==> config.mk <==
export PLATFORM = sky130hd
export DESIGN_NAME = vicom_mixer
export DESIGN_NICKNAME = d
export VERILOG_FILES = /design/src/include/vicom_pkg.sv /design/src/verilog/vicom_gamma.sv /design/src/verilog/vicom_mixer.sv
export VERILOG_INCLUDE_DIRS = /design/src /design/src/include
export SDC_FILE = /design/constraint.sdc
export NUM_CORES = 2
export LEC_CHECK = 0
export BUFFER_PORTS_ARGS = -buffer_cell sky130_fd_sc_hd__buf_4
export CAP_MARGIN = 20
export CORE_UTILIZATION = 35
export CTS_CLUSTER_SIZE = 14
export DETAILED_ROUTE_END_ITERATION = 8
export PLACE_DENSITY = 0.58
export SYNTH_ARGS = -nofsm -noshare
export SYNTH_HDL_FRONTEND = slang
export SYNTH_SLANG_ARGS = --single-unit
==> constraint.sdc <==
create_clock -name ref_clk_i -period 9.6 [get_ports ref_clk_i]
set_input_delay 0.96 -clock ref_clk_i [delete_from_list [all_inputs] [get_ports ref_clk_i]]
set_output_delay 0.96 -clock ref_clk_i [all_outputs]
set_load 0.03 [all_outputs]
==> src/include/vicom_map.svh <==
// Register map, field positions, reset values and fixed constants of the video input mixer
`ifndef VICOM_MAP_SVH
`define VICOM_MAP_SVH

// ****************************************************************
// Register offsets
// ****************************************************************
`define VICOM_REG_CTRL      8'h00
`define VICOM_REG_STATUS    8'h04

// ****************************************************************
// Control register fields and reset value
// ****************************************************************
`define VICOM_CTRL_FMT      2:0
`define VICOM_CTRL_LIN      3
`define VICOM_CTRL_GSEL     4
`define VICOM_CTRL_MIX      6:5
`define VICOM_CTRL_MASK     32'h0000_007f
`define VICOM_CTRL_RST      32'h0000_0000

// ****************************************************************
// Status register fields
// ****************************************************************
`define VICOM_STAT_CNT      15:0
`define VICOM_STAT_OVL      16

// ****************************************************************
// Gamma exponents (output = input ** (1 / value))
// ****************************************************************
`define VICOM_GAMMA_A       2.2
`define VICOM_GAMMA_B       2.8

// ****************************************************************
// Blend weights in eighths of overlay colour
// ****************************************************************
`define VICOM_W_ZERO        4'h0
`define VICOM_W_LOW         4'h1
`define VICOM_W_HIGH        4'h7
`define VICOM_W_FULL        4'h8

// ****************************************************************
// Colour conversion coefficients (scaled by 256) and offsets
// ****************************************************************
`define VICOM_Y_R           10'sd66
`define VICOM_Y_G           10'sd129
`define VICOM_Y_B           10'sd25
`define VICOM_CB_R          -10'sd38
`define VICOM_CB_G          -10'sd74
`define VICOM_CB_B          10'sd112
`define VICOM_CR_R          10'sd112
`define VICOM_CR_G          -10'sd94
`define VICOM_CR_B          -10'sd18
`define VICOM_Y_OFF         8'h10
`define VICOM_C_OFF         8'h80

// ****************************************************************
// Overlay palette as {Y, Cb, Cr}
// ****************************************************************
`define VICOM_OVL_BLUE      24'h23_d472
`define VICOM_OVL_RED       24'h51_5af0
`define VICOM_OVL_MAGENTA   24'h6a_cade
`define VICOM_OVL_GREEN     24'h70_3622
`define VICOM_OVL_CYAN      24'haa_a610
`define VICOM_OVL_YELLOW    24'ha2_2c8e
`define VICOM_OVL_WHITE     24'heb_8080

`endif

==> src/include/vicom_pkg.sv <==
// Types shared by the video input mixer modules
package vicom_pkg;

	// Input format selection
	typedef enum logic [2:0] {
		VICOM_FMT_YC16  = 3'b000,
		VICOM_FMT_YC8   = 3'b001,
		VICOM_FMT_BT656 = 3'b010,
		VICOM_FMT_RGB16 = 3'b011,
		VICOM_FMT_RGB24 = 3'b100
	} vicom_fmt_e;

	// Overlay mixing method
	typedef enum logic [1:0] {
		VICOM_MIX_OFF  = 2'b00,
		VICOM_MIX_EXT  = 2'b01,
		VICOM_MIX_INT  = 2'b10,
		VICOM_MIX_HARD = 2'b11
	} vicom_mix_e;

	// One 8-bit video sample
	typedef logic [7:0] vicom_smp_t;

endpackage : vicom_pkg

==> src/verilog/vicom_gamma.sv <==
// Per-channel gamma correction table with registered output
`timescale 1ns/100ps
`include "vicom_map.svh"

module vicom_gamma #(
	parameter int DW = 8
) (
	input  wire logic          ref_clk_i,
	input  wire logic          sys_rst_i,
	input  wire logic          adv_i,
	input  wire logic          apply_i,
	input  wire logic          curve_sel_i,
	input  wire logic [DW-1:0] smp_i,
	output logic      [DW-1:0] smp_o
);
	import vicom_pkg::*;

	localparam int NENT = 2 ** DW;

	logic [DW-1:0] curve_a [NENT];
	logic [DW-1:0] curve_b [NENT];
	logic [DW-1:0] smp_q;

	// ****************************************************************
	// Elaboration check
	// ****************************************************************
	if (DW != 8) begin : g_chk
		$error("vicom_gamma: only 8-bit samples are supported");
	end

	// ****************************************************************
	// Tables built at elaboration, one entry per code
	// ****************************************************************
	for (genvar i = 0; i < NENT; i++) begin : g_lut
		localparam real XN = real'(i) / real'(NENT - 1);
		localparam int  VA = int'(real'(NENT - 1) * $pow(XN, 1.0 / `VICOM_GAMMA_A));
		localparam int  VB = int'(real'(NENT - 1) * $pow(XN, 1.0 / `VICOM_GAMMA_B));
		assign curve_a[i] = DW'(VA);
		assign curve_b[i] = DW'(VB);
	end

	// Correct or pass the sample, one pipeline stage
	always_ff @(posedge ref_clk_i) begin
		if (sys_rst_i) begin
			smp_q <= '0;
		end else if (adv_i) begin
			if (!apply_i) begin
				smp_q <= smp_i;
			end else if (curve_sel_i) begin
				smp_q <= curve_b[smp_i];
			end else begin
				smp_q <= curve_a[smp_i];
			end
		end
	end

	assign smp_o = smp_q;

endmodule : vicom_gamma

==> src/verilog/vicom_mixer.sv <==
// Video input stage: format capture, gamma, colour conversion, chroma upsampling, overlay mixing
`timescale 1ns/100ps
`include "vicom_map.svh"

// How it works
// Linear RGB input is gamma corrected with exponent 1/2.2 or 1/2.8 by control bit.
// RGB, corrected or direct, is converted to 4:4:4 YCbCr.
// 4:2:2 chroma is upsampled by two using linear interpolation of neighbours.
// Mixer works on converter output; its result is the block output.
// Overlay codes 1 to 7 map to fixed palette colours, 7 is full white.
// Overlay code zero leaves that pixel's own colour.
// Overlay mixing is suppressed in 24-bit RGB format.
// Four mixing methods chosen by a control register field.
// Disabled mixing ignores overlay and mix level inputs.
// External mode uses the mix level per pixel unless overlay code is zero.
// Mix levels 00,01,10,11 give 0, 12.5, 87.5, 100 percent overlay.
// External mode accepts any run length and per-pixel level changes.
// Internal mode ignores mix level and blends on any selection change.
// Source holds each overlay colour at least three pixels in internal mode.
// Software avoids internal mixing with the embedded-sync 8-bit format.
// Pixel to overlay: 12.5% one pixel early, 87.5% at change, then full.
// Overlay to pixel: 87.5% on last overlay pixel, 12.5% next, then pixel.
// Colour to colour: 12.5% new one early, 87.5% at change, then full.
// Hard mode switches to overlay whenever code is non-zero, no blending.
// 4:2:2 chroma is time multiplexed, starting with a blue difference sample.
// 16-bit RGB components are left shifted to 8-bit full scale.
// One pixel of look-ahead with equal latency in every mixing mode.

module vicom_mixer (
	input  wire logic                 ref_clk_i,
	input  wire logic                 sys_rst_i,
	input  wire logic [7:0]           reg_addr_i,
	input  wire logic [31:0]          reg_wdata_i,
	input  wire logic                 reg_wr_i,
	input  wire logic                 reg_rd_i,
	output logic      [31:0]          reg_rdata_o,
	input  wire logic                 pixel_valid_i,
	input  wire logic [23:0]          pixel_input_bus_i,
	input  wire logic [2:0]           overlay_color_select_i,
	input  wire logic                 mix_level_lsb_i,
	input  wire logic                 mix_level_msb_i,
	output logic                      out_valid_o,
	output vicom_pkg::vicom_smp_t     out_y_o,
	output vicom_pkg::vicom_smp_t     out_cb_o,
	output vicom_pkg::vicom_smp_t     out_cr_o
);
	import vicom_pkg::*;

	// ****************************************************************
	// Declarations
	// ****************************************************************
	logic [31:0]  ctrl_q;
	logic [31:0]  rdata_q;
	logic [29:0]  pin_s1_q;
	logic [29:0]  pin_s2_q;
	vicom_fmt_e   fmt;
	vicom_mix_e   mix;
	logic         byte_mode;
	logic         rgb_mode;
	logic         ovl_ok;
	logic         in_vld;
	logic [23:0]  in_bus;
	logic [1:0]   phase_q;
	vicom_smp_t   chroma_hold_q;
	logic         pix_done;
	logic         adv;
	vicom_smp_t   fe_x [3];
	logic         fe_cb;
	vicom_smp_t   a_x_q [3];
	logic         a_vld_q;
	logic         a_cb_q;
	logic [2:0]   a_ol_q;
	logic [1:0]   a_ml_q;
	vicom_smp_t   b_x [3];
	logic         b_vld_q;
	logic         b_cb_q;
	logic [2:0]   b_ol_q;
	logic [1:0]   b_ml_q;
	vicom_smp_t   bp_c_q;
	logic         bp_vld_q;
	vicom_smp_t   nb_prev;
	vicom_smp_t   nb_next;
	logic [8:0]   csum;
	vicom_smp_t   cc_y;
	vicom_smp_t   cc_cb;
	vicom_smp_t   cc_cr;
	vicom_smp_t   c_y_q;
	vicom_smp_t   c_cb_q;
	vicom_smp_t   c_cr_q;
	logic         c_vld_q;
	logic [2:0]   c_ol_q;
	logic [1:0]   c_ml_q;
	logic [2:0]   cp_ol_q;
	logic [23:0]  col_a;
	logic [23:0]  col_b;
	logic [3:0]   mix_w;
	logic         out_valid_q;
	vicom_smp_t   out_y_q;
	vicom_smp_t   out_cb_q;
	vicom_smp_t   out_cr_q;
	logic [15:0]  out_cnt_q;
	logic         ovl_last_q;

	// ****************************************************************
	// Functions
	// ****************************************************************
	// One output of the colour matrix, rounded and clamped to 8 bits
	function automatic vicom_smp_t csc_ch(input vicom_smp_t r, input vicom_smp_t g, input vicom_smp_t b,
		input logic signed [9:0] kr, input logic signed [9:0] kg, input logic signed [9:0] kb,
		input vicom_smp_t off);
		logic signed [19:0] acc;
		acc = kr * $signed({1'b0, r}) + kg * $signed({1'b0, g}) + kb * $signed({1'b0, b});
		acc = (acc + 20'sd128) >>> 8;
		acc = acc + $signed({12'h000, off});
		if (acc < 0) begin
			return 8'h00;
		end else if (acc > 20'sd255) begin
			return 8'hff;
		end
		return acc[7:0];
	endfunction : csc_ch

	// Palette lookup, code zero yields black and is never blended in
	function automatic logic [23:0] palette(input logic [2:0] code);
		case (code)
			3'h1:    return `VICOM_OVL_BLUE;
			3'h2:    return `VICOM_OVL_RED;
			3'h3:    return `VICOM_OVL_MAGENTA;
			3'h4:    return `VICOM_OVL_GREEN;
			3'h5:    return `VICOM_OVL_CYAN;
			3'h6:    return `VICOM_OVL_YELLOW;
			3'h7:    return `VICOM_OVL_WHITE;
			default: return 24'h00_0000;
		endcase
	endfunction : palette

	// Weighted sum a*w/8 + b*(8-w)/8, rounded
	function automatic vicom_smp_t blend(input vicom_smp_t a, input vicom_smp_t b, input logic [3:0] w);
		logic [11:0] s;
		s = {4'h0, a} * {8'h00, w} + {4'h0, b} * {8'h00, `VICOM_W_FULL - w} + 12'h004;
		return s[10:3];
	endfunction : blend

	// ****************************************************************
	// Register port
	// ****************************************************************
	// Control register write
	always_ff @(posedge ref_clk_i) begin
		if (sys_rst_i) begin
			ctrl_q <= `VICOM_CTRL_RST;
		end else if (reg_wr_i && reg_addr_i == `VICOM_REG_CTRL) begin
			ctrl_q <= reg_wdata_i & `VICOM_CTRL_MASK;
		end
	end

	// Read data for one cycle after the strobe, zero otherwise
	always_ff @(posedge ref_clk_i) begin
		if (sys_rst_i) begin
			rdata_q <= 32'h0000_0000;
		end else if (reg_rd_i) begin
			case (reg_addr_i)
				`VICOM_REG_CTRL:   rdata_q <= ctrl_q;
				`VICOM_REG_STATUS: rdata_q <= {15'h0000, ovl_last_q, out_cnt_q};
				default:           rdata_q <= 32'h0000_0000;
			endcase
		end else begin
			rdata_q <= 32'h0000_0000;
		end
	end

	// Decoded configuration
	assign fmt       = vicom_fmt_e'(ctrl_q[`VICOM_CTRL_FMT]);
	assign mix       = vicom_mix_e'(ctrl_q[`VICOM_CTRL_MIX]);
	assign byte_mode = (fmt == VICOM_FMT_YC8) || (fmt == VICOM_FMT_BT656);
	assign rgb_mode  = (fmt == VICOM_FMT_RGB16) || (fmt == VICOM_FMT_RGB24);
	assign ovl_ok    = (fmt != VICOM_FMT_RGB24) && (mix != VICOM_MIX_OFF);

	// ****************************************************************
	// Pin synchronisers
	// ****************************************************************
	always_ff @(posedge ref_clk_i) begin
		if (sys_rst_i) begin
			pin_s1_q <= '0;
			pin_s2_q <= '0;
		end else begin
			pin_s1_q <= {pixel_valid_i, mix_level_msb_i, mix_level_lsb_i, overlay_color_select_i, pixel_input_bus_i};
			pin_s2_q <= pin_s1_q;
		end
	end

	assign in_vld = pin_s2_q[29];
	assign in_bus = pin_s2_q[23:0];

	// ****************************************************************
	// Format capture
	// ****************************************************************
	// Sample phase restarts whenever the source drops valid
	always_ff @(posedge ref_clk_i) begin
		if (sys_rst_i) begin
			phase_q       <= 2'h0;
			chroma_hold_q <= 8'h00;
		end else begin
			phase_q <= in_vld ? phase_q + 2'h1 : 2'h0;
			if (in_vld && byte_mode && !phase_q[0]) begin
				chroma_hold_q <= in_bus[15:8]; // Cb or Cr byte
			end
		end
	end

	// Unpack one pixel from the bus
	always_comb begin
		pix_done = in_vld && (!byte_mode || phase_q[0]);
		adv      = pix_done || !in_vld; // Idle cycles push bubbles to flush the pipe
		fe_cb    = byte_mode ? !phase_q[1] : !phase_q[0];
		case (fmt)
			VICOM_FMT_RGB16: begin
				fe_x[0] = {in_bus[15:11], 3'h0};
				fe_x[1] = {in_bus[10:5], 2'h0};
				fe_x[2] = {in_bus[4:0], 3'h0};
			end
			VICOM_FMT_RGB24: begin
				fe_x[0] = in_bus[23:16];
				fe_x[1] = in_bus[15:8];
				fe_x[2] = in_bus[7:0];
			end
			VICOM_FMT_YC8, VICOM_FMT_BT656: begin
				fe_x[0] = in_bus[15:8];
				fe_x[1] = chroma_hold_q;
				fe_x[2] = 8'h00;
			end
			default: begin
				fe_x[0] = in_bus[15:8];
				fe_x[1] = in_bus[7:0];
				fe_x[2] = 8'h00;
			end
		endcase
	end

	// Stage A: captured pixel and its overlay controls
	always_ff @(posedge ref_clk_i) begin
		if (sys_rst_i) begin
			a_x_q   <= '{default: 8'h00};
			a_vld_q <= 1'b0;
			a_cb_q  <= 1'b0;
			a_ol_q  <= 3'h0;
			a_ml_q  <= 2'h0;
		end else if (adv) begin
			a_x_q   <= fe_x;
			a_vld_q <= pix_done;
			a_cb_q  <= fe_cb;
			a_ol_q  <= (pix_done && ovl_ok) ? pin_s2_q[26:24] : 3'h0;
			a_ml_q  <= pin_s2_q[28:27];
		end
	end

	// ****************************************************************
	// Stage B: gamma correction
	// ****************************************************************
	for (genvar ch = 0; ch < 3; ch++) begin : g_gamma
		vicom_gamma #(
			.DW (8)
		) u_gamma (
			.ref_clk_i   (ref_clk_i),
			.sys_rst_i   (sys_rst_i),
			.adv_i       (adv),
			.apply_i     (rgb_mode && ctrl_q[`VICOM_CTRL_LIN]),
			.curve_sel_i (ctrl_q[`VICOM_CTRL_GSEL]),
			.smp_i       (a_x_q[ch]),
			.smp_o       (b_x[ch])
		);
	end

	// Side information and the previous pixel's chroma
	always_ff @(posedge ref_clk_i) begin
		if (sys_rst_i) begin
			b_vld_q  <= 1'b0;
			b_cb_q   <= 1'b0;
			b_ol_q   <= 3'h0;
			b_ml_q   <= 2'h0;
			bp_c_q   <= 8'h00;
			bp_vld_q <= 1'b0;
		end else if (adv) begin
			b_vld_q  <= a_vld_q;
			b_cb_q   <= a_cb_q;
			b_ol_q   <= a_ol_q;
			b_ml_q   <= a_ml_q;
			bp_c_q   <= b_x[1];
			bp_vld_q <= b_vld_q;
		end
	end

	// ****************************************************************
	// Stage C: colour conversion and chroma upsampling
	// ****************************************************************
	always_comb begin
		// Missing component is the mean of both neighbours, edges reuse the one present
		nb_prev = bp_vld_q ? bp_c_q : (a_vld_q ? a_x_q[1] : b_x[1]);
		nb_next = a_vld_q ? a_x_q[1] : nb_prev;
		csum    = {1'b0, nb_prev} + {1'b0, nb_next} + 9'h001;
		if (rgb_mode) begin
			cc_y  = csc_ch(b_x[0], b_x[1], b_x[2], `VICOM_Y_R, `VICOM_Y_G, `VICOM_Y_B, `VICOM_Y_OFF);
			cc_cb = csc_ch(b_x[0], b_x[1], b_x[2], `VICOM_CB_R, `VICOM_CB_G, `VICOM_CB_B, `VICOM_C_OFF);
			cc_cr = csc_ch(b_x[0], b_x[1], b_x[2], `VICOM_CR_R, `VICOM_CR_G, `VICOM_CR_B, `VICOM_C_OFF);
		end else begin
			cc_y  = b_x[0];
			cc_cb = b_cb_q ? b_x[1] : csum[8:1];
			cc_cr = b_cb_q ? csum[8:1] : b_x[1];
		end
	end

	// Converted pixel and the overlay code one pixel older
	always_ff @(posedge ref_clk_i) begin
		if (sys_rst_i) begin
			c_y_q   <= 8'h00;
			c_cb_q  <= 8'h00;
			c_cr_q  <= 8'h00;
			c_vld_q <= 1'b0;
			c_ol_q  <= 3'h0;
			c_ml_q  <= 2'h0;
			cp_ol_q <= 3'h0;
		end else if (adv) begin
			c_y_q   <= cc_y;
			c_cb_q  <= cc_cb;
			c_cr_q  <= cc_cr;
			c_vld_q <= b_vld_q;
			c_ol_q  <= b_ol_q;
			c_ml_q  <= b_ml_q;
			cp_ol_q <= c_ol_q;
		end
	end

	// ****************************************************************
	// Stage D: overlay mixing
	// ****************************************************************
	// Stage C holds pixel n, stage B pixel n+1, cp_ol_q the code of pixel n-1
	always_comb begin
		col_a = {c_y_q, c_cb_q, c_cr_q};
		col_b = {c_y_q, c_cb_q, c_cr_q};
		mix_w = `VICOM_W_ZERO;
		case (mix)
			VICOM_MIX_EXT: begin
				if (c_ol_q != 3'h0) begin
					col_a = palette(c_ol_q);
					case (c_ml_q)
						2'b01:   mix_w = `VICOM_W_LOW;
						2'b10:   mix_w = `VICOM_W_HIGH;
						2'b11:   mix_w = `VICOM_W_FULL;
						default: mix_w = `VICOM_W_ZERO;
					endcase
				end
			end
			VICOM_MIX_INT: begin
				// Mix level pins are not looked at here
				if (c_ol_q == 3'h0) begin
					if (cp_ol_q != 3'h0) begin
						col_a = palette(cp_ol_q);
						mix_w = `VICOM_W_LOW;
					end else if (b_ol_q != 3'h0) begin
						col_a = palette(b_ol_q);
						mix_w = `VICOM_W_LOW;
					end
				end else begin
					col_a = palette(c_ol_q);
					if (cp_ol_q != c_ol_q) begin
						if (cp_ol_q != 3'h0) begin
							col_b = palette(cp_ol_q);
						end
						mix_w = `VICOM_W_HIGH;
					end else if (b_ol_q == 3'h0) begin
						mix_w = `VICOM_W_HIGH;
					end else if (b_ol_q != c_ol_q) begin
						col_a = palette(b_ol_q);
						col_b = palette(c_ol_q);
						mix_w = `VICOM_W_LOW;
					end else begin
						mix_w = `VICOM_W_FULL;
					end
				end
			end
			VICOM_MIX_HARD: begin
				if (c_ol_q != 3'h0) begin
					col_a = palette(c_ol_q);
					mix_w = `VICOM_W_FULL;
				end
			end
			default: begin
				mix_w = `VICOM_W_ZERO;
			end
		endcase
	end

	// Registered result, one output per pixel leaving stage C
	always_ff @(posedge ref_clk_i) begin
		if (sys_rst_i) begin
			out_valid_q <= 1'b0;
			out_y_q     <= 8'h00;
			out_cb_q    <= 8'h00;
			out_cr_q    <= 8'h00;
		end else begin
			out_valid_q <= adv && c_vld_q;
			if (adv && c_vld_q) begin // Data stand until the next output pixel
				out_y_q  <= blend(col_a[23:16], col_b[23:16], mix_w);
				out_cb_q <= blend(col_a[15:8], col_b[15:8], mix_w);
				out_cr_q <= blend(col_a[7:0], col_b[7:0], mix_w);
			end
		end
	end

	// Status: output pixel count and whether the last one carried overlay
	always_ff @(posedge ref_clk_i) begin
		if (sys_rst_i) begin
			out_cnt_q  <= 16'h0000;
			ovl_last_q <= 1'b0;
		end else if (adv && c_vld_q) begin
			out_cnt_q  <= out_cnt_q + 16'h0001;
			ovl_last_q <= (mix_w != `VICOM_W_ZERO);
		end
	end

	// ****************************************************************
	// Outputs
	// ****************************************************************
	assign reg_rdata_o = rdata_q;
	assign out_valid_o = out_valid_q;
	assign out_y_o     = out_y_q;
	assign out_cb_o    = out_cb_q;
	assign out_cr_o    = out_cr_q;

endmodule : vicom_mixer
==> qor.txt <==
max-slew violation count -> 0
min cycle time layout -> 8.207 ns
Setup crit start kind -> flip-flop
CP Capture Point -> c_cb_q[2]
CP Capture Type -> flip-flop
Top FF cell, synth -> dfxtp_1
top post-synthesis cells by area -> ha_1 (15%), dfxtp_1 (14%), fa_1 (13%), a21oi_1 (5.3%), nand2_1 (4.9%)
number of global-route vias before repair -> 31.33k
share of the synthesized area in the top cell type -> 0.1454
DRT Wirelength -> 113,300 um
pin count of the biggest net entering global routing -> 86
CP startpoint -> g_gamma[1].u_gamma.smp_o[6]
share of layout cells above drive strength 1 -> 0.06883
# DRC -> 0
crit path DAT -> 8.71 ns
DR WL/cell -> 19.47 um
Post-synth top cells -> nand2_1 (461), nor2_1 (413), inv_1 (409), ha_1 (408), a21oi_1 (374)
Max IR drop VDD -> 0.1305 mV
Initial Util -> 0.3552
Placement Setup Slack -> 1.405 ns
setup slack after layout -> 1.393 ns
Setup TNS -> 0 ns
share of synthesized flip-flops with an asynchronous set or reset -> 0
antenna violations before repair -> 1
post-synth top area cell -> ha_1
first-pass GRT wire length -> 179,300 um
Filler cells -> 10.40k
area of the multi-input gates -> 27,450 um^2
CTS tree -> yes
Rel. slew slack -> 0.2550
Buffers on Ports -> 90
total clock sinks -> 239
register area share after synthesis -> 0.1363
root buffer cell -> clkbuf_16
R2R cell count -> 30
Setup CP Type -> reg2reg
Cells after DPL -> 5,773
cts repair resizes -> 0
P per Cell Area -> 83.36 nW/um^2
max-cap viol count -> 0
diodes inserted -> 0
Clock Pin Slew Worst Setup and Hold Paths -> 0.07 ns
run status -> finished, final reports clean
Hold Vio Cnt, Final -> 0
global route overflow -> 0
Ys Warns -> 0
IO Pins -> 131
Die H -> 318.7 um
Die Footprint -> 101,600 um^2
Core ar. -> 98,850 um^2
Worst Skew -> 0.04048 ns
Worst Path Required -> 10.11 ns
Yosys reg bits -> 239
Least-Margin Pin Slew -> 1.115 ns
nets@finish -> 5,228
RePlAce Congestion -> 0.9609
Post-Synthesis Cell Area -> 35,110 um^2
final period utilization -> 0.8549
vias per inst -> 5.700
Reg2Reg Setup Slack -> 1.39 ns
Final ANT Viol Nets -> 0
CTS max path bufs -> 3
Sequential Area -> 4800 um^2
CTS HTree Levels -> 1
Hold Crit Class -> reg2reg
Gate Count Post-Synth -> 4,642
RSZ-0062 raised after global routing -> no
vias -> 33.17k
number of buffers created by CTS -> 26
gr usage total -> 0.2168
Worst-Skew Late Latency -> 0.60 ns
detailed-router iteration count before antenna repair -> 6
Non-Filler Instances -> 5,820
Post-Syn Area per Cell -> 7.564 um^2
most common cell in the netlist -> nand2_1
critical path fanouts, max -> 7
drt first-iter violations -> 3,520
Final HPWL DP -> 83,520 um
Final setup viols -> 0
Tot Pwr -> 0.003138 W
Hold Crit Depth -> 1
CTS Hold Buffers Added -> 0
Die X -> 318.7 um
Yosys cell types -> 94
Max Fclk -> 121.8 MHz
Leakage -> 16.30 nW
synthesis-to-finish area growth -> 7.205%
Site Rows -> 115
r2r startpoint -> g_gamma[1].u_gamma.smp_o[6]
CP peak stage delay -> 0.57 ns
Post-synth EDFFs -> 0
Setup Buffers After CTS -> 0
Crit-path slowest cell -> dfxtp_1
r2r endpoint -> c_cb_q[2]
==> power by group <==
group	internal, W	switching [W]
Clock	0.000572	0.000474
Combinational	0.000415	0.000645
Sequential	0.00101	0.0000219
Total	0.00200	0.00114
==> cells in the final DEF, fill, tap and decap left out, types with 108 or more instances in the layout <==
master / Yosys / routed
nor2_1: 413 / 412
nand2_1: 461 / 460
fa_1: 232 / 232
buf_4: 16 / 179
o21ai_0: 296 / 296
inv_1: 409 / 409
xnor2_1: 108 / 108
a21oi_1: 374 / 374
dfxtp_1: 239 / 227
ha_1: 408 / 408
==> logic make-up after synthesis <==
logic type / share of synthesized area
XOR/XNOR: 0.03880
flip-flops: 0.1363
AND/OR/NAND/NOR: 0.1801
AO/OA/AOI/OAI: 0.2518
multiplexers: 0.02897
buffers and inverters: 0.08566
other: 0.0002139
adder cells (fa/ha/maj): 0.2782
==> stage by stage <==
step / hold slack, ns / utilization / instance area (um^2)
after global routing: 0.4538 / 0.3808 / 37640
after floorplan: 0.4138 / - / 35210
after global placement: 0.4227 / 0.3722 / 36790
after CTS: 0.4404 / 0.3808 / 37640
after detailed placement: 0.4281 / 0.3722 / 36790
final: 0.4383 / 0.3808 / 37640
==> how the worst min path moves through the flow <==
stage,start,to
after floorplan,pin_s1_q[0],pin_s2_q[0]
after global placement,pin_s1_q[28],pin_s2_q[28]
after detailed placement,pin_s1_q[22],pin_s2_q[22]
after CTS,pin_s2_q[28],a_ml_q[1]
after global routing,pin_s1_q[25],pin_s2_q[25]
final,pin_s1_q[24],pin_s2_q[24]
==> layout make-up <==
type                    instances  share of cell area
multi-input cells            3647              0.7291
repair buffers                180             0.03606
inverters                     420             0.04188
flip-flops and latches        239              0.1275
well taps                    1287             0.04278
clock buffers                  35             0.01954
clock inverters                12            0.003091
==> state kept, by name, summed over array words and instances (netlist names), 16 cells and up <==
name	count
a_x_q	24
g_gamma.u_gamma.smp_o	24
out_cnt_q	16
pin_s1_q	30
pin_s2_q	30
reg_rdata_o	17
==> worst max-delay path, delay by kind of cell, from the launching register on <==
family / cells / cell delay [ns]
AO/OA/AOI/OAI: 11 / 2.40
XOR/XNOR: 1 / 0.10
adder cells (fa/ha/maj): 8 / 3.19
buffers and inverters: 4 / 0.46
flip-flops: 1 / 0.57
AND/OR/NAND/NOR: 6 / 1.43
==> routing by layer <==
layer,wire [um],GRT usage,up-vias,part of all wire
met4,3123,0.05990,0,0.028
li1,-,-,15980,-
met1,50800,0.2988,15740,0.45
met5,0,0,-,0
met2,51970,0.3557,1267,0.46
met3,7392,0.02458,193,0.065
Power figures use the tool's default switching activity.
